$ cat src/hw/dcpwm_pkg.sv
// package: register map, field positions, reset values and counts for the dual-channel modulator
package dcpwm_pkg;
   // register byte offsets on the axi4-lite bus
   localparam logic [7:0] DCPWM_OFF_ENPS  = 8'h00;   // pwm_enable_and_prescale
   localparam logic [7:0] DCPWM_OFF_RES   = 8'h04;   // pwm_resolution_select
   localparam logic [7:0] DCPWM_OFF_DUTY1 = 8'h08;   // channel_one_duty
   localparam logic [7:0] DCPWM_OFF_DUTY2 = 8'h0C;   // channel_two_duty
   localparam logic [7:0] DCPWM_OFF_STAT  = 8'h10;   // live counter and pin state
   // field positions in pwm_enable_and_prescale
   localparam int DCPWM_CH2_EN_BIT = 7;
   localparam int DCPWM_CH2_PS_LSB = 4;
   localparam int DCPWM_CH1_EN_BIT = 3;
   localparam int DCPWM_CH1_PS_LSB = 0;
   // field positions in pwm_resolution_select
   localparam int DCPWM_MODE_BIT   = 0;
   localparam int DCPWM_VRST_LSB   = 6;
   // reset values
   localparam logic [7:0] DCPWM_RST_ENPS = 8'h00;
   localparam logic [7:0] DCPWM_RST_RES  = 8'h00;
   localparam logic [7:0] DCPWM_RST_DUTY = 8'h00;
   // prescaler counter width: largest ratio is 256 clocks
   localparam int DCPWM_PS_W = 8;
   // axi responses
   localparam logic [1:0] DCPWM_RESP_OKAY   = 2'h0;
   localparam logic [1:0] DCPWM_RESP_SLVERR = 2'h2;
   // bus slave states
   typedef enum logic [1:0] {DCPWM_W_IDLE, DCPWM_W_RESP} dcpwm_wst_t;
endpackage

$ cat src/hw/dcpwm_prescaler.sv
// module: per-channel oscillator divider giving a one-cycle tick at fosc/2^(code+1)
`timescale 1ns/1ps
module dcpwm_prescaler
   import dcpwm_pkg::*;
(
   // clock and reset
   input  wire logic       aclk,
   input  wire logic       aresetn,
   // control
   input  wire logic [2:0] prescale_select,
   // tick out
   output logic            tick
);
   logic [DCPWM_PS_W-1:0] div_count;   // free-running divider

   // divider counts oscillator clocks only, no other source [RULE2]
   always_ff @(posedge aclk) begin
      if (!aresetn) begin
         div_count <= '0;
      end else begin
         div_count <= div_count + 8'h01;
      end
   end

   // tick when the low code+1 bits are all ones: ratio 2..256 [RULE5]
   always_comb begin
      logic [DCPWM_PS_W-1:0] mask;
      mask = 8'hFF >> (3'h7 - prescale_select);
      tick = ((div_count & mask) == mask);
   end

   // a tick is never two cycles in a row since the ratio is at least 2
   tick_spacing_a: assert property (@(posedge aclk) disable iff (!aresetn) // [RULE5]
      tick |=> !tick) else $error("prescaler tick repeated");
endmodule

$ cat src/hw/dcpwm_channel.sv
// module: one modulator output compare with period-start duty latch and enable gating
`timescale 1ns/1ps
module dcpwm_channel
   import dcpwm_pkg::*;
(
   // clock and reset
   input  wire logic        aclk,
   input  wire logic        aresetn,
   // timing
   input  wire logic        tick,
   input  wire logic        period_start,
   input  wire logic [15:0] count,
   // control
   input  wire logic [15:0] duty,
   input  wire logic        enable,
   // pin
   output logic             pin_o,
   output logic             pin_oe_n
);
   logic [15:0] duty_live;   // duty in force for the current period

   // duty reloads at period start or while disabled, so a mid-period write waits [RULE17]
   always_ff @(posedge aclk) begin
      if (!aresetn) begin
         duty_live <= '0;
      end else if (period_start || !enable) begin
         duty_live <= duty;
      end
   end

   // high while counter below duty; zero duty stays low [RULE16]
   always_ff @(posedge aclk) begin
      if (!aresetn) begin
         pin_o <= 1'b0;
      end else if (tick || !enable) begin
         pin_o <= enable && (count < (period_start ? duty : duty_live));
      end
   end

   // enable low floats the pin (active-low enable high) [RULE4]
   always_ff @(posedge aclk) begin
      if (!aresetn) begin
         pin_oe_n <= 1'b1;
      end else begin
         pin_oe_n <= !enable;
      end
   end
endmodule

$ cat src/hw/dcpwm_top.sv
// module: dual-channel pulse width modulator with axi4-lite register slave
//
// Behaviour
// RULE1: two independent channels, 8-bit duty default
// RULE2: counter clocked from oscillator via prescaler only
// RULE3: enable bits: bit7 channel two, bit3 one
// RULE4: disabled channel pin is high impedance
// RULE5: 3-bit prescale codes divide by 2..256
// RULE6: 8-bit period is prescale times 256
// RULE7: 16-bit period is prescale times 65536
// RULE8: mode bit 0 selects 16-bit, resets 0
// RULE9: 16-bit mode drives only channel one; channel two still runs its 8-bit waveform when enabled
// RULE10: 16-bit duty is duty2 high, duty1 low
// RULE11: channel one duty is duty1 over 256
// RULE12: channel two duty is duty2 over 256
// RULE13: channel two drives port 2 bit 0
// RULE14: channel one drives port 3 bit 6
// RULE15: resolution bits 7:6 are voltage-reset control
// RULE16: high while counter below duty, zero low
// RULE17: counter wraps; duty updates at period start
`timescale 1ns/1ps
module dcpwm_top
   import dcpwm_pkg::*;
(
   // clock and reset
   input  wire logic        aclk,
   input  wire logic        aresetn,
   // axi4-lite write address
   input  wire logic [7:0]  s_axi_awaddr,
   input  wire logic        s_axi_awvalid,
   output logic             s_axi_awready,
   // axi4-lite write data
   input  wire logic [31:0] s_axi_wdata,
   input  wire logic [3:0]  s_axi_wstrb,
   input  wire logic        s_axi_wvalid,
   output logic             s_axi_wready,
   // axi4-lite write response
   output logic [1:0]       s_axi_bresp,
   output logic             s_axi_bvalid,
   input  wire logic        s_axi_bready,
   // axi4-lite read address
   input  wire logic [7:0]  s_axi_araddr,
   input  wire logic        s_axi_arvalid,
   output logic             s_axi_arready,
   // axi4-lite read data
   output logic [31:0]      s_axi_rdata,
   output logic [1:0]       s_axi_rresp,
   output logic             s_axi_rvalid,
   input  wire logic        s_axi_rready,
   // port 3 bit 6 pin: channel one
   output logic             p3_6_o,
   output logic             p3_6_oe_n,
   // port 2 bit 0 pin: channel two
   output logic             p2_0_o,
   output logic             p2_0_oe_n,
   // voltage-reset control bits held for the supply monitor
   output logic [1:0]       low_voltage_reset_ctrl
);
   // registers
   logic [7:0]  pwm_enable_and_prescale;   // enables and prescale codes
   logic        mode_16;                   // resolution select bit
   logic [7:0]  channel_one_duty;          // duty 1 or low byte
   logic [7:0]  channel_two_duty;          // duty 2 or high byte
   // bus state
   logic        aw_held;                   // write address taken
   logic        w_held;                    // write data taken
   logic [7:0]  aw_addr;                   // taken write address
   logic [31:0] w_data;                    // taken write data
   logic [3:0]  w_strb;                    // taken strobes
   logic        w_fire;                    // both halves present
   logic        w_hit;                     // address decodes
   // fields
   logic        channel_one_enable;
   logic        channel_two_enable;
   logic [2:0]  channel_one_prescale;
   logic [2:0]  channel_two_prescale;
   // timing
   logic        tick1, tick2;              // per-channel count enables
   logic [15:0] count1;                    // channel one counter
   logic [7:0]  count2;                    // channel two counter
   logic        start1, start2;            // counter at zero on a tick
   logic [15:0] duty1_sel;                 // channel one duty by mode
   logic        pin1_o, pin1_oe_n, pin2_o, pin2_oe_n;

   // field split [RULE3] [RULE5]
   assign channel_two_enable   = pwm_enable_and_prescale[DCPWM_CH2_EN_BIT];
   assign channel_one_enable   = pwm_enable_and_prescale[DCPWM_CH1_EN_BIT];
   assign channel_two_prescale = pwm_enable_and_prescale[DCPWM_CH2_PS_LSB +: 3];
   assign channel_one_prescale = pwm_enable_and_prescale[DCPWM_CH1_PS_LSB +: 3];

   // ---------------- write channel ----------------
   assign w_fire = aw_held && w_held && !s_axi_bvalid;
   assign w_hit  = (aw_addr == DCPWM_OFF_ENPS) || (aw_addr == DCPWM_OFF_RES)
                || (aw_addr == DCPWM_OFF_DUTY1) || (aw_addr == DCPWM_OFF_DUTY2)
                || (aw_addr == DCPWM_OFF_STAT);

   // address and data are caught in either order, one write at a time
   always_ff @(posedge aclk) begin
      if (!aresetn) begin
         aw_held <= 1'b0;
         aw_addr <= 8'h00;
      end else if (s_axi_awvalid && s_axi_awready) begin
         aw_held <= 1'b1;
         aw_addr <= {s_axi_awaddr[7:2], 2'b00};
      end else if (w_fire) begin
         aw_held <= 1'b0;
      end
   end

   always_ff @(posedge aclk) begin
      if (!aresetn) begin
         w_held <= 1'b0;
         w_data <= 32'h0000_0000;
         w_strb <= 4'h0;
      end else if (s_axi_wvalid && s_axi_wready) begin
         w_held <= 1'b1;
         w_data <= s_axi_wdata;
         w_strb <= s_axi_wstrb;
      end else if (w_fire) begin
         w_held <= 1'b0;
      end
   end

   // ready registered: high only while that half is not yet held
   always_ff @(posedge aclk) begin
      if (!aresetn) begin
         s_axi_awready <= 1'b0;
         s_axi_wready  <= 1'b0;
      end else begin
         s_axi_awready <= !aw_held && !(s_axi_awvalid && s_axi_awready) && !s_axi_bvalid;
         s_axi_wready  <= !w_held && !(s_axi_wvalid && s_axi_wready) && !s_axi_bvalid;
      end
   end

   // response one cycle after both halves meet
   always_ff @(posedge aclk) begin
      if (!aresetn) begin
         s_axi_bvalid <= 1'b0;
         s_axi_bresp  <= DCPWM_RESP_OKAY;
      end else if (w_fire) begin
         s_axi_bvalid <= 1'b1;
         s_axi_bresp  <= w_hit ? DCPWM_RESP_OKAY : DCPWM_RESP_SLVERR;
      end else if (s_axi_bready) begin
         s_axi_bvalid <= 1'b0;
      end
   end

   // register writes, byte lane 0 only (8-bit registers)
   always_ff @(posedge aclk) begin
      if (!aresetn) begin
         pwm_enable_and_prescale <= DCPWM_RST_ENPS;
         mode_16                 <= DCPWM_RST_RES[DCPWM_MODE_BIT];  // [RULE8]
         low_voltage_reset_ctrl  <= DCPWM_RST_RES[DCPWM_VRST_LSB +: 2];
         channel_one_duty        <= DCPWM_RST_DUTY;
         channel_two_duty        <= DCPWM_RST_DUTY;
      end else if (w_fire && w_strb[0]) begin
         if (aw_addr == DCPWM_OFF_ENPS) begin
            pwm_enable_and_prescale <= w_data[7:0];
         end else if (aw_addr == DCPWM_OFF_RES) begin
            // each field written from its own bits only [RULE15]
            mode_16                <= w_data[DCPWM_MODE_BIT];
            low_voltage_reset_ctrl <= w_data[DCPWM_VRST_LSB +: 2];
         end else if (aw_addr == DCPWM_OFF_DUTY1) begin
            channel_one_duty <= w_data[7:0];
         end else if (aw_addr == DCPWM_OFF_DUTY2) begin
            channel_two_duty <= w_data[7:0];
         end
      end
   end

   // ---------------- read channel ----------------
   // single-cycle answer; arready drops while rvalid stands
   always_ff @(posedge aclk) begin
      if (!aresetn) begin
         s_axi_arready <= 1'b0;
      end else begin
         s_axi_arready <= !s_axi_rvalid && !(s_axi_arvalid && s_axi_arready);
      end
   end

   always_ff @(posedge aclk) begin
      if (!aresetn) begin
         s_axi_rvalid <= 1'b0;
         s_axi_rdata  <= 32'h0000_0000;
         s_axi_rresp  <= DCPWM_RESP_OKAY;
      end else if (s_axi_arvalid && s_axi_arready) begin
         s_axi_rvalid <= 1'b1;
         s_axi_rresp  <= DCPWM_RESP_OKAY;
         if (s_axi_araddr[7:2] == DCPWM_OFF_ENPS[7:2]) begin
            s_axi_rdata <= {24'h000000, pwm_enable_and_prescale};
         end else if (s_axi_araddr[7:2] == DCPWM_OFF_RES[7:2]) begin
            s_axi_rdata <= {24'h000000, low_voltage_reset_ctrl, 5'h00, mode_16};
         end else if (s_axi_araddr[7:2] == DCPWM_OFF_DUTY1[7:2]) begin
            s_axi_rdata <= {24'h000000, channel_one_duty};
         end else if (s_axi_araddr[7:2] == DCPWM_OFF_DUTY2[7:2]) begin
            s_axi_rdata <= {24'h000000, channel_two_duty};
         end else if (s_axi_araddr[7:2] == DCPWM_OFF_STAT[7:2]) begin
            // live state: pins, channel two and one counters
            s_axi_rdata <= {6'h00, p2_0_o, p3_6_o, count2, count1};
         end else begin
            s_axi_rdata <= 32'h0000_0000;
            s_axi_rresp <= DCPWM_RESP_SLVERR;
         end
      end else if (s_axi_rready) begin
         s_axi_rvalid <= 1'b0;
      end
   end

   // ---------------- modulator ----------------
   // one prescaler per channel from the oscillator clock [RULE2]
   dcpwm_prescaler u_ps1 (
      .aclk            (aclk),
      .aresetn         (aresetn),
      .prescale_select (channel_one_prescale),
      .tick            (tick1)
   );
   dcpwm_prescaler u_ps2 (
      .aclk            (aclk),
      .aresetn         (aresetn),
      .prescale_select (channel_two_prescale),
      .tick            (tick2)
   );

   // channel one counter: wraps at 255 or 65535 by mode [RULE6] [RULE7] [RULE17]
   always_ff @(posedge aclk) begin
      if (!aresetn || !channel_one_enable) begin
         count1 <= 16'h0000;
      end else if (tick1) begin
         count1 <= mode_16 ? count1 + 16'h0001 : {8'h00, count1[7:0] + 8'h01};
      end
   end

   // channel two counter always 8 bits: no 16-bit waveform here [RULE9]
   always_ff @(posedge aclk) begin
      if (!aresetn || !channel_two_enable) begin
         count2 <= 8'h00;
      end else if (tick2) begin
         count2 <= count2 + 8'h01;
      end
   end

   assign start1 = tick1 && (count1 == 16'h0000);
   assign start2 = tick2 && (count2 == 8'h00);
   // mode picks concatenated or 8-bit duty [RULE10] [RULE11]
   assign duty1_sel = mode_16 ? {channel_two_duty, channel_one_duty} : {8'h00, channel_one_duty};

   // two independent channel compares [RULE1]
   dcpwm_channel u_ch1 (
      .aclk         (aclk),
      .aresetn      (aresetn),
      .tick         (tick1),
      .period_start (start1),
      .count        (count1),
      .duty         (duty1_sel),
      .enable       (channel_one_enable),
      .pin_o        (pin1_o),
      .pin_oe_n     (pin1_oe_n)
   );
   dcpwm_channel u_ch2 (
      .aclk         (aclk),
      .aresetn      (aresetn),
      .tick         (tick2),
      .period_start (start2),
      .count        ({8'h00, count2}),
      .duty         ({8'h00, channel_two_duty}),  // [RULE12]
      .enable       (channel_two_enable),
      .pin_o        (pin2_o),
      .pin_oe_n     (pin2_oe_n)
   );

   // pin mapping: channel one to port 3 bit 6, two to port 2 bit 0 [RULE14] [RULE13]
   assign p3_6_o    = pin1_o;
   assign p3_6_oe_n = pin1_oe_n;
   assign p2_0_o    = pin2_o;
   assign p2_0_oe_n = pin2_oe_n;

   // ---------------- checks ----------------
   float_when_off_a: assert property (@(posedge aclk) disable iff (!aresetn) // [RULE4]
      !channel_one_enable |=> p3_6_oe_n) else $error("channel one driven while disabled");
   ch2_float_off_a: assert property (@(posedge aclk) disable iff (!aresetn) // [RULE4]
      !channel_two_enable |=> p2_0_oe_n) else $error("channel two driven while disabled");
   zero_duty_low_a: assert property (@(posedge aclk) disable iff (!aresetn) // [RULE16]
      (channel_two_enable && start2 && channel_two_duty == 8'h00)
      |=> !p2_0_o) else $error("zero duty gave high output");
   wrap_8bit_a: assert property (@(posedge aclk) disable iff (!aresetn) // [RULE6]
      (!mode_16 && tick1) |=> count1[15:8] == 8'h00)
      else $error("8-bit counter exceeded 255");
   ch2_8bit_a: assert property (@(posedge aclk) disable iff (!aresetn) // [RULE9]
      (channel_two_enable && tick2 && count2 == 8'hFF) |=> count2 == 8'h00)
      else $error("channel two counter did not wrap");
   wrap_16bit_a: assert property (@(posedge aclk) disable iff (!aresetn) // [RULE7]
      (mode_16 && channel_one_enable && tick1 && count1 == 16'hFFFF) |=> count1 == 16'h0000)
      else $error("16-bit counter did not wrap");
   mode_write_a: assert property (@(posedge aclk) disable iff (!aresetn) // [RULE8]
      (w_fire && w_strb[0] && aw_addr == DCPWM_OFF_RES) |=> mode_16 == $past(w_data[0]))
      else $error("mode bit not written");
   vrst_keep_a: assert property (@(posedge aclk) disable iff (!aresetn) // [RULE15]
      (w_fire && aw_addr != DCPWM_OFF_RES) |=> $stable(low_voltage_reset_ctrl))
      else $error("voltage-reset bits disturbed");
   bus_resp_a: assert property (@(posedge aclk) disable iff (!aresetn)
      w_fire |=> s_axi_bvalid) else $error("write response missing");

   ch1_period_c: cover property (@(posedge aclk) disable iff (!aresetn)
      channel_one_enable && start1 && p3_6_o);
   mode16_c: cover property (@(posedge aclk) disable iff (!aresetn)
      mode_16 && channel_one_enable && count1[15:8] != 8'h00);
   ch2_high_c: cover property (@(posedge aclk) disable iff (!aresetn)
      channel_two_enable && $rose(p2_0_o));
endmodule

$ cat config.mk
export PLATFORM = sky130hd
export DESIGN_NAME = dcpwm_top
export DESIGN_NICKNAME = d
export VERILOG_FILES = /design/src/hw/dcpwm_pkg.sv /design/src/hw/dcpwm_prescaler.sv /design/src/hw/dcpwm_channel.sv /design/src/hw/dcpwm_top.sv
export SDC_FILE = /design/constraint.sdc
export NUM_CORES = 1
export LEC_CHECK = 0
export ABC_AREA = 1
export ABC_CLOCK_PERIOD_IN_PS = 3300
export BUFFER_PORTS_ARGS = -buffer_cell sky130_fd_sc_hd__buf_2
export CELL_PAD_IN_SITES_DETAIL_PLACEMENT = 1
export CELL_PAD_IN_SITES_GLOBAL_PLACEMENT = 2
export CORE_ASPECT_RATIO = 0.9
export CORE_MARGIN = 2
export CORE_UTILIZATION = 33
export DETAILED_ROUTE_END_ITERATION = 7
export GPL_TIMING_DRIVEN = 0
export PLACE_DENSITY_LB_ADDON = 0.1
export SLEW_MARGIN = 15
export SYNTH_ARGS = -nofsm -noshare
export SYNTH_HDL_FRONTEND = slang
export SYNTH_HIERARCHICAL = 1
export SYNTH_SLANG_ARGS = --single-unit
$ cat constraint.sdc
create_clock -name aclk -period 3.3 [get_ports aclk]
set_input_delay 0.33 -clock aclk [delete_from_list [all_inputs] [get_ports aclk]]
set_output_delay 0.33 -clock aclk [all_outputs]
set_load 0.005 [all_outputs]
==> summary.txt, run 1 <==
Slew Viols, Final: 0
Worst EP required: 3.66 ns
Layout cells sized above 1: 0.150
Logic pwr share: 0.084
TritonCTS Sinks: 153
CTS tree: done
Unrepaired setup endpoints after global routing: false
Status: finished clean
Post-Syn Area per Cell: 7.26 µm²
Hold Path Class: in2reg
H-tree Lvls: 4
1st-iter DRT viols: 420
Crit start category: flop
Yosys cell types: 42
Detail Route met2 WL: 10000 µm
Max Cap Viol: 0
CP Class: reg2reg
Die width: 163 µm
Met3 WL: 728 µm
Die Ht: 147 µm
IO Pins: 106
Sequential area share after synthesis: 0.410
CP Capture Type: flop
Port bufs: 66
Tot GR Track Use: 0.204
Register area: 3060 µm²
Cell Area, Placed: 8260 µm²
Placer Congestion: 0.807
Top layer in use: met4
Leading post-synthesis cells by cell area: dfxtp_1 (41%), nand2_1 (8.6%), o21ai_0 (8.2%)
Worst-case clock skew: 0.0159 ns
Period utilization: 0.904
#FFs+latches synth: 153
Largest net degree at the start of global routing: 33
Slew HR: 0.483
FMAX: 0.335 GHz
Total number of yosys warnings: 6
Pwr Density: 475 nW/µm²
Number of diodes: 0
Worst-margin pin slew: 0.775 ns
Worst VDD drop: 0.000234 V
Peak fanout along the critical path: 10
Psw: 1090 µW
Clk pin slew, worst setup/hold paths: 0.06 ns
Initial antenna violation count: 0
Root buf cell: clkbuf_16
Final setup fails: 0
Global-route wire length before repair: 37800 µm
Leak: 0.00382 µW
Int Power: 3170 µW
Worst slack, placed: -0.731 ns
HPWL Detailed: 18100 µm
Design area: 8950 µm²
DR DRC count: 0
Placed cells: 1415
Synthesized cell area: 7470 µm²
Routed WL: 23700 µm
Clock share of power: 0.464
Final ANT Viol Nets: 0
Sw Ratio: 0.255
Final worst setup slack: 0.317 ns
Syn Inst Count: 1029
Core ar.: 22400 µm²
Non-Filler Instances: 1452
Area Growth Syn to Fin: 19.7%
Wire per inst: 16.4 µm
CTS Buf Count: 17
Fill count: 2901
M1 wire length: 12900 µm
Site Rows: 52
Cell taking the most area after synthesis: dfxtp_1
Clk Latency, worst-skew pair: 0.43 ns
Final hold vios: 0
Synth top area share: 0.410
Remaining Overflow, GRT: 0
First-pass DRT Iterations: 4
Final nets: 1238
Vias: 6998
Initial Utilization: 0.334
Final period demand of the worst path: 2.98 ns
Total die area: 23900 µm²
Sequential share of power: 0.452
Via density: 4.82
Multi-input combinational cell area: 3770 µm²
Vias in the first global route: 6865
Clk buf depth: 2
CP arrival: 3.34 ns
synthesized netlist by cell type:
master	n
o21ai_0	123
nand3_1	23
a31oi_1	8
nor2_8	1
nor2_2	8
buf_2	11
nor3_1	19
o21ai_1	7
a211oi_1	3
inv_1	145
nand4_1	7
dfxtp_1	153
and2_2	1
buf_1	3
a41oi_1	1
a22oi_1	8
nand4_4	3
nor3b_2	1
clkbuf_1	17
a21oi_1	112
nand3_4	1
buf_4	8
o211a_1	2
inv_2	6
a32o_1	1
nor4_1	6
nor2_1	114
nand2_4	1
nor2_4	4
nand2_1	171
conb_1	1
nand3b_1	1
a221oi_1	1
buf_8	1
nor3_2	2
o21bai_1	2
nand2_2	4
and3_1	1
nand3_2	4
ha_1	36
o211ai_1	2
a22oi_2	6
cell type report:
class,count,share of cell area
Clock inverter,10,0.0134
Timing Repair Buffer,72,0.0420
Multi-Input combinational cell,708,0.421
Buffer,40,0.0246
Sequential cell,153,0.342
Inverter,151,0.0633
Clock buffer,21,0.0515
Tap cell,297,0.0415
what timing repair did:
action	4_1_cts	5_1_grt
hold endpoints to repair	0	0
hold buffers	0	0
buffers inserted	0	6
pin swaps	0	3
resized for setup	13	10
endpoints found under the setup margin	2	2
sequential cells by signal (all words and copies together), names as in the netlist, 2 cells and up:
name,flops
aw_addr,6
channel_one_duty,8
channel_two_duty,8
count1,16
count2,8
low_voltage_reset_ctrl,2
pwm_enable_and_prescale,8
s_axi_rdata,26
u_ch1/duty_live,16
u_ch2/duty_live,16
u_ps1/div_count,8
u_ps2/div_count,8
w_data,8
layer usage:
layer	vias up	track usage
li1	3580	-
met1	3307	0.305
met2	102	0.308
met3	9	0.0353
met4	0	0.0398
met5	-	0
cell families after synthesis:
family                   after synthesis  synth area share
AND/OR/NAND/NOR                      372             0.226
AO/OA/AOI/OAI                        276             0.200
buffers and inverters                191             0.103
flip-flops                           153             0.410
adder cells (fa/ha/maj)               36            0.0603
other                                  1          0.000502
path summary, 6_finish.rpt:
kind,slack (ns),end,cells after the start,from
setup / recovery,0.32,u_ch2/pin_o,20,pwm_enable_and_prescale[5]
hold / removal,0.1,s_axi_rvalid,2,s_axi_rready
setup reg to reg,0.32,u_ch2/pin_o,20,pwm_enable_and_prescale[5]
hold reg to reg,0.46,s_axi_rdata[24],2,s_axi_rdata[24]
per-stage QoR:
step	setup TNS [ns]	utilization	total power [µW]	hold WS [ns]
floorplan	0	-	2180	0.398
global placement	-1.22	0.369	2300	0.435
detailed placement	-1.29	0.369	2300	0.447
CTS	0	0.397	4290	0.0879
global route	0	0.400	4440	0.0887
finish	0	0.400	4250	0.0989
power by group through the flow:
stage	Clock, µW	Sequential, µW	Combinational (µW)
floorplan	0	1950	224
global route	2100	1930	412
finish	1970	1920	358
detailed placement	0	1960	341
global placement	0	1960	336
CTS	2020	1920	349
critical path, stage by stage (launching register included):
cell      delay [ns]
dfxtp_1         0.37
inv_1           0.10
nand2_1         0.07
nand3_1         0.07
nand2_1         0.05
inv_1           0.04
nand2_1         0.08
nor2_4          0.20
nand3_1         0.15
nor4_4          0.29
clkbuf_4        0.31
nand2_1         0.08
o21ai_0         0.14
ha_1            0.31
nand2_1         0.09
nor2_1          0.05
a211oi_1        0.18
nand2_1         0.12
nand2_1         0.07
nand2_1         0.05
a21oi_1         0.11
placed cells by master, fill, tap and decap left out, types with 13 or more instances in the layout:
cell / n
nor2_1: 112
buf_4: 15
buf_2: 79
dfxtp_1: 153
clkbuf_16: 17
nor3_1: 19
inv_1: 145
o21ai_0: 123
ha_1: 36
nand3_1: 23
conb_1: 24
a21oi_1: 112
nand2_1: 171
clkbuf_1: 13
(Power assumes the default switching activity.)
==> run 2: changes to the inputs <==
- ABC_CLOCK_PERIOD_IN_PS: 3300 -> 3000
- MAX_ROUTING_LAYER: unset -> met4
- clock period: 3.3 -> 3 ns (I/O delays scaled with it)
==> run 2 against run 1 <==
Against the previous run: final cell count is 0.90% higher; global-route usage is 0.70 points higher; flip-flop and latch count stayed put; worst hold slack worse by 0.024 ns; critical path depth is 1 lower; core utilization is 0.95 points higher; first-iteration DRC count is 1.4% lower; sequential share of layout area is 0.70 points lower; die area stayed put; via count is 0.53% higher; fmax is 2.8% higher; critical endpoint is now u_ch1/pin_o.
==> summary.txt, run 2 (synthesis gave the netlist of run 1 again) <==
Wire per inst: 16.4 µm
Remaining Overflow, GRT: 0
Die Ht: 147 µm
CTS tree: done
Global-route wire length before repair: 38000 µm
Reg with most FFs: s_axi_rdata
CP arrival: 3.26 ns
FMAX: 0.345 GHz
Psw: 1210 µW
Vias: 7035
Register area: 3070 µm²
Worst slack, placed: -1.03 ns
H-tree Lvls: 4
Die width: 163 µm
Final nets: 1251
Setup TNS: 0 ns
CP Class: reg2reg
Status: finished clean
Unrepaired setup endpoints after global routing: true
Largest net degree at the start of global routing: 33
Clock share of power: 0.460
Clk pin slew, worst setup/hold paths: 0.06 ns
Logic pwr share: 0.092
Port bufs: 66
Worst EP required: 3.36 ns
Core ar.: 22400 µm²
DR DRC count: 0
Most frequent cells in the layout: nand2_1 (170), dfxtp_1 (148), inv_1 (145)
Placer Congestion: 0.819
Tot GR Track Use: 0.211
Final setup fails: 0
Multi-input combinational cell area: 3840 µm²
IO Pins: 106
Hold Path Class: in2reg
HPWL Detailed: 18100 µm
Worst-case clock skew: 0.0106 ns
1st-iter DRT viols: 414
Site Rows: 52
Max Cap Viol: 0
CP Capture Type: flop
Initial antenna violation count: 0
First-pass DRT Iterations: 4
Pwr Density: 516 nW/µm²
Worst-margin pin slew: 0.771 ns
Sw Ratio: 0.257
Routed WL: 24100 µm
Clk Latency, worst-skew pair: 0.43 ns
Max FFs per register: 26
Total die area: 23900 µm²
R2R cell count: 19
Vias in the first global route: 6869
Initial Utilization: 0.334
Hold Path Depth: 2
Clk buf depth: 2
Peak fanout along the critical path: 6
Worst VDD drop: 0.000257 V
Fill count: 2880
Number of diodes: 0
Final hold vios: 0
Sequential share of power: 0.448
Commonest non-fill, non-tap cell in the layout: nand2_1
Final worst setup slack: 0.0982 ns
TritonCTS Sinks: 153
Final period demand of the worst path: 2.90 ns
Root buf cell: clkbuf_16
Crit start category: flop
Leak: 0.00391 µW
Slew Viols, Final: 0
Final ANT Viol Nets: 0
Layout cells sized above 1: 0.179
Int Power: 3510 µW
Period utilization: 0.967
Area Growth Syn to Fin: 22.6%
Slew HR: 0.486
Via density: 4.80
Post-Route Utilization: 0.409
CTS Buf Count: 17
## run 2: final cells by class
type / count / share of cell area
repair buffers: 85 / 0.0516
clock buffers: 21 / 0.0503
plain buffers: 40 / 0.0280
inverters: 151 / 0.0619
well taps: 297 / 0.0406
multi-input cells: 708 / 0.419
flip-flops and latches: 153 / 0.335
clock inverters: 10 / 0.0131
## run 2: power by group through the flow
| stage | sequential, µW | clock, µW | combinational [µW] |
|---|---|---|---|
| after floorplan | 2150 | 0 | 246 |
| after global placement | 2160 | 0 | 369 |
| after detailed placement | 2160 | 0 | 375 |
| after CTS | 2110 | 2230 | 397 |
| after global routing | 2120 | 2310 | 494 |
| final | 2110 | 2170 | 434 |
## run 2: worst max-delay path, stage by stage (launching register included)
cell and delay (ns):
dfxtp_2 0.35, nor2_2 0.11, nor2_1 0.04, nor2_1 0.08, nand3_1 0.12, nor2_4 0.18, nand4_1 0.14, nor4_4 0.38
clkbuf_8 0.24, buf_4 0.15, nand2_1 0.05, o21ai_0 0.08, ha_1 0.28, a21oi_2 0.15, nand2_1 0.06, nand2_1 0.07
nand2_2 0.09, nand2_1 0.08, nand2_1 0.06, a21oi_1 0.11
## run 2: final timing paths
kind | from | endpoint | slack (ns)
worst max-delay path | pwm_enable_and_prescale[1] | u_ch1/pin_o | 0.1
worst min-delay path | s_axi_rready | s_axi_rvalid | 0.08
worst max register to register | pwm_enable_and_prescale[1] | u_ch1/pin_o | 0.1
worst min register to register | s_axi_rdata[24] | s_axi_rdata[24] | 0.45
## run 2: repair_timing
item,CTS,global route
endpoints found under the setup margin,22,2
setup buffers,4,15
pin swaps,4,21
hold buffers,0,0
gates resized for setup,22,40
## run 2: metrics by stage
step	cells	cell area [µm²]	hold WS [ns]	total power, µW
final	1465	9160	0.0752	4720
after global routing	1465	9160	0.0588	4930
after CTS	1450	8960	0.0579	4740
after floorplan	1052	7560	0.383	2390
after global placement	1415	8260	0.435	2530
after detailed placement	1415	8260	0.447	2540
## run 2: per-layer routing
metal,share of wire,GRT usage,up-vias,routed length (µm)
li1,-,-,3609,-
met1,0.53,0.306,3306,12700
met2,0.43,0.311,116,10300
met3,0.037,0.0342,4,887
met4,0.0040,0.0398,0,97
met5,0,-,-,0
==> run 3: changes to the inputs <==
- GPL_TIMING_DRIVEN: 0 -> 1
==> run 3 against run 2 <==
Against the previous run: total power increased by 7.2%; register-to-register slack improved by 0.25 ns; via count decreased by 3.1%; fmax increased by 9.5%; die area unchanged; clock power increased by 18%; core utilization decreased by 0.86 points; worst setup slack improved by 0.25 ns; combinational power decreased by 14%; final cell count decreased by 2.6%; critical path depth decreased by 1.
==> summary.txt, run 3 (synthesis gave the netlist of run 1 again) <==
Worst EP required: 3.36 ns
CTS Buf Count: 17
Leak: 0.00383 µW
Max FFs per register: 26
Most frequent cells in the layout: nand2_1 (171), dfxtp_1 (151), inv_1 (145)
Placer Congestion: 0.809
Global-route wire length before repair: 35500 µm
Worst-margin pin slew: 0.560 ns
Core ar.: 22400 µm²
FMAX: 0.377 GHz
Final nets: 1212
Peak fanout along the critical path: 7
Pwr Density: 564 nW/µm²
CTS tree: done
Slew Viols, Final: 0
Multi-input combinational cell area: 3770 µm²
Register area: 3070 µm²
Total die area: 23900 µm²
Initial antenna violation count: 0
Final setup fails: 0
Largest net degree at the start of global routing: 61
Worst-case clock skew: 0.0149 ns
Initial Utilization: 0.334
Reg with most FFs: s_axi_rdata
First-pass DRT Iterations: 4
1st-iter DRT viols: 413
Worst VDD drop: 0.000284 V
Clk buf depth: 2
DR DRC count: 0
Site Rows: 52
Unrepaired setup endpoints after global routing: true
TritonCTS Sinks: 153
Vias: 6820
Slew HR: 0.625
Post-Route Utilization: 0.401
Port bufs: 66
Status: finished clean
Max Cap Viol: 0
Final ANT Viol Nets: 0
Non-Filler Instances: 1427
Clk Latency, worst-skew pair: 0.43 ns
Crit start category: flop
IO Pins: 106
CP Capture Type: flop
H-tree Lvls: 4
Tot GR Track Use: 0.196
CP Class: reg2reg
Placed cells: 1392
HPWL Detailed: 16000 µm
Vias in the first global route: 6645
Final period demand of the worst path: 2.65 ns
Via density: 4.78
Layout cells sized above 1: 0.145
Remaining Overflow, GRT: 0
Commonest non-fill, non-tap cell in the layout: nand2_1
Root buf cell: clkbuf_16
Wire per inst: 15.4 µm
Period utilization: 0.883
Die width: 163 µm
Die Ht: 147 µm
Fill count: 2804
Number of diodes: 0
CP arrival: 3.01 ns
Clk pin slew, worst setup/hold paths: 0.07 ns
Hold Path Class: in2reg
Area Growth Syn to Fin: 20.0%
Final hold vios: 0
Routed WL: 22000 µm
[run 3: cell count changes in the layout (fill, tap and decap cells not counted), moves of 3 or more]
cell and delta:
a21oi_1 +5, a21oi_2 -5, buf_1 -3, buf_2 -10, buf_4 -11, bufinv_16 +5, clkbuf_1 -10, clkbuf_8 -5
clkinvlp_4 -5, dfxtp_1 +3, o21ai_0 +8, o21ai_2 -7
[run 3: layer usage]
layer,global-route usage,vias up,wire length (µm)
met1,0.277,3173,11700
met2,0.287,106,9330
li1,-,3519,-
met3,0.0316,22,722
met5,-,-,0
met4,0.0580,0,297
[run 3: worst paths after layout]
kind	start	to	slack, ns	depth (start not counted)
setup / recovery	pwm_enable_and_prescale[2]	u_ch1/pin_o	0.35	18
hold / removal	s_axi_rready	s_axi_rvalid	0.09	2
setup reg to reg	pwm_enable_and_prescale[2]	u_ch1/pin_o	0.35	18
hold reg to reg	s_axi_rdata[15]	s_axi_rdata[15]	0.45	2
[run 3: where the power goes]
group          internal [µW]  switching (µW)  total (µW)
Clock                   1670             897        2570
Sequential              2080            40.0        2120
Combinational            137             238         375
[run 3: cell type report]
cell class,instances,area share
inverter,151,0.0632
clock inverter,11,0.0269
multi-input combinational,708,0.420
tap,297,0.0414
clock buffer,21,0.0502
timing repair buffer,86,0.0565
sequential,153,0.342
[run 3: critical path, cell delays in order, from the launching register on]
cell,delay [ns]
dfxtp_2,0.36
nor2_1,0.10
nor2_1,0.05
nor2_1,0.08
nand3_1,0.11
nor2_4,0.16
nand4_1,0.14
nor4_4,0.23
buf_6,0.19
nand2_1,0.06
o21ai_0,0.07
ha_1,0.27
a21oi_1,0.15
nor2_1,0.06
a211oi_1,0.19
nand2_1,0.12
nand2_1,0.07
nand2_1,0.04
a21oi_1,0.12
[run 3: stage by stage]
| step | power (µW) | hold slack (ns) | setup slack, ns | cell area, µm² | TNS, ns |
|---|---|---|---|---|---|
| global placement | 2520 | 0.436 | 0.213 | 8220 | 0 |
| global route | 5270 | 0.0735 | -0.0176 | 8970 | -0.0176 |
| floorplan | 2390 | 0.383 | 0.0515 | 7560 | 0 |
| CTS | 5110 | 0.0637 | 0.165 | 8910 | 0 |
| finish | 5060 | 0.0851 | 0.351 | 8970 | 0 |
| detailed placement | 2530 | 0.440 | 0.179 | 8220 | 0 |
[run 3: what timing repair did]
item,CTS,global route
endpoints found under the setup margin,0,2
buffers inserted,0,2
hold buffers,0,0
hold endpoints to repair,0,0
gates resized for setup,0,9
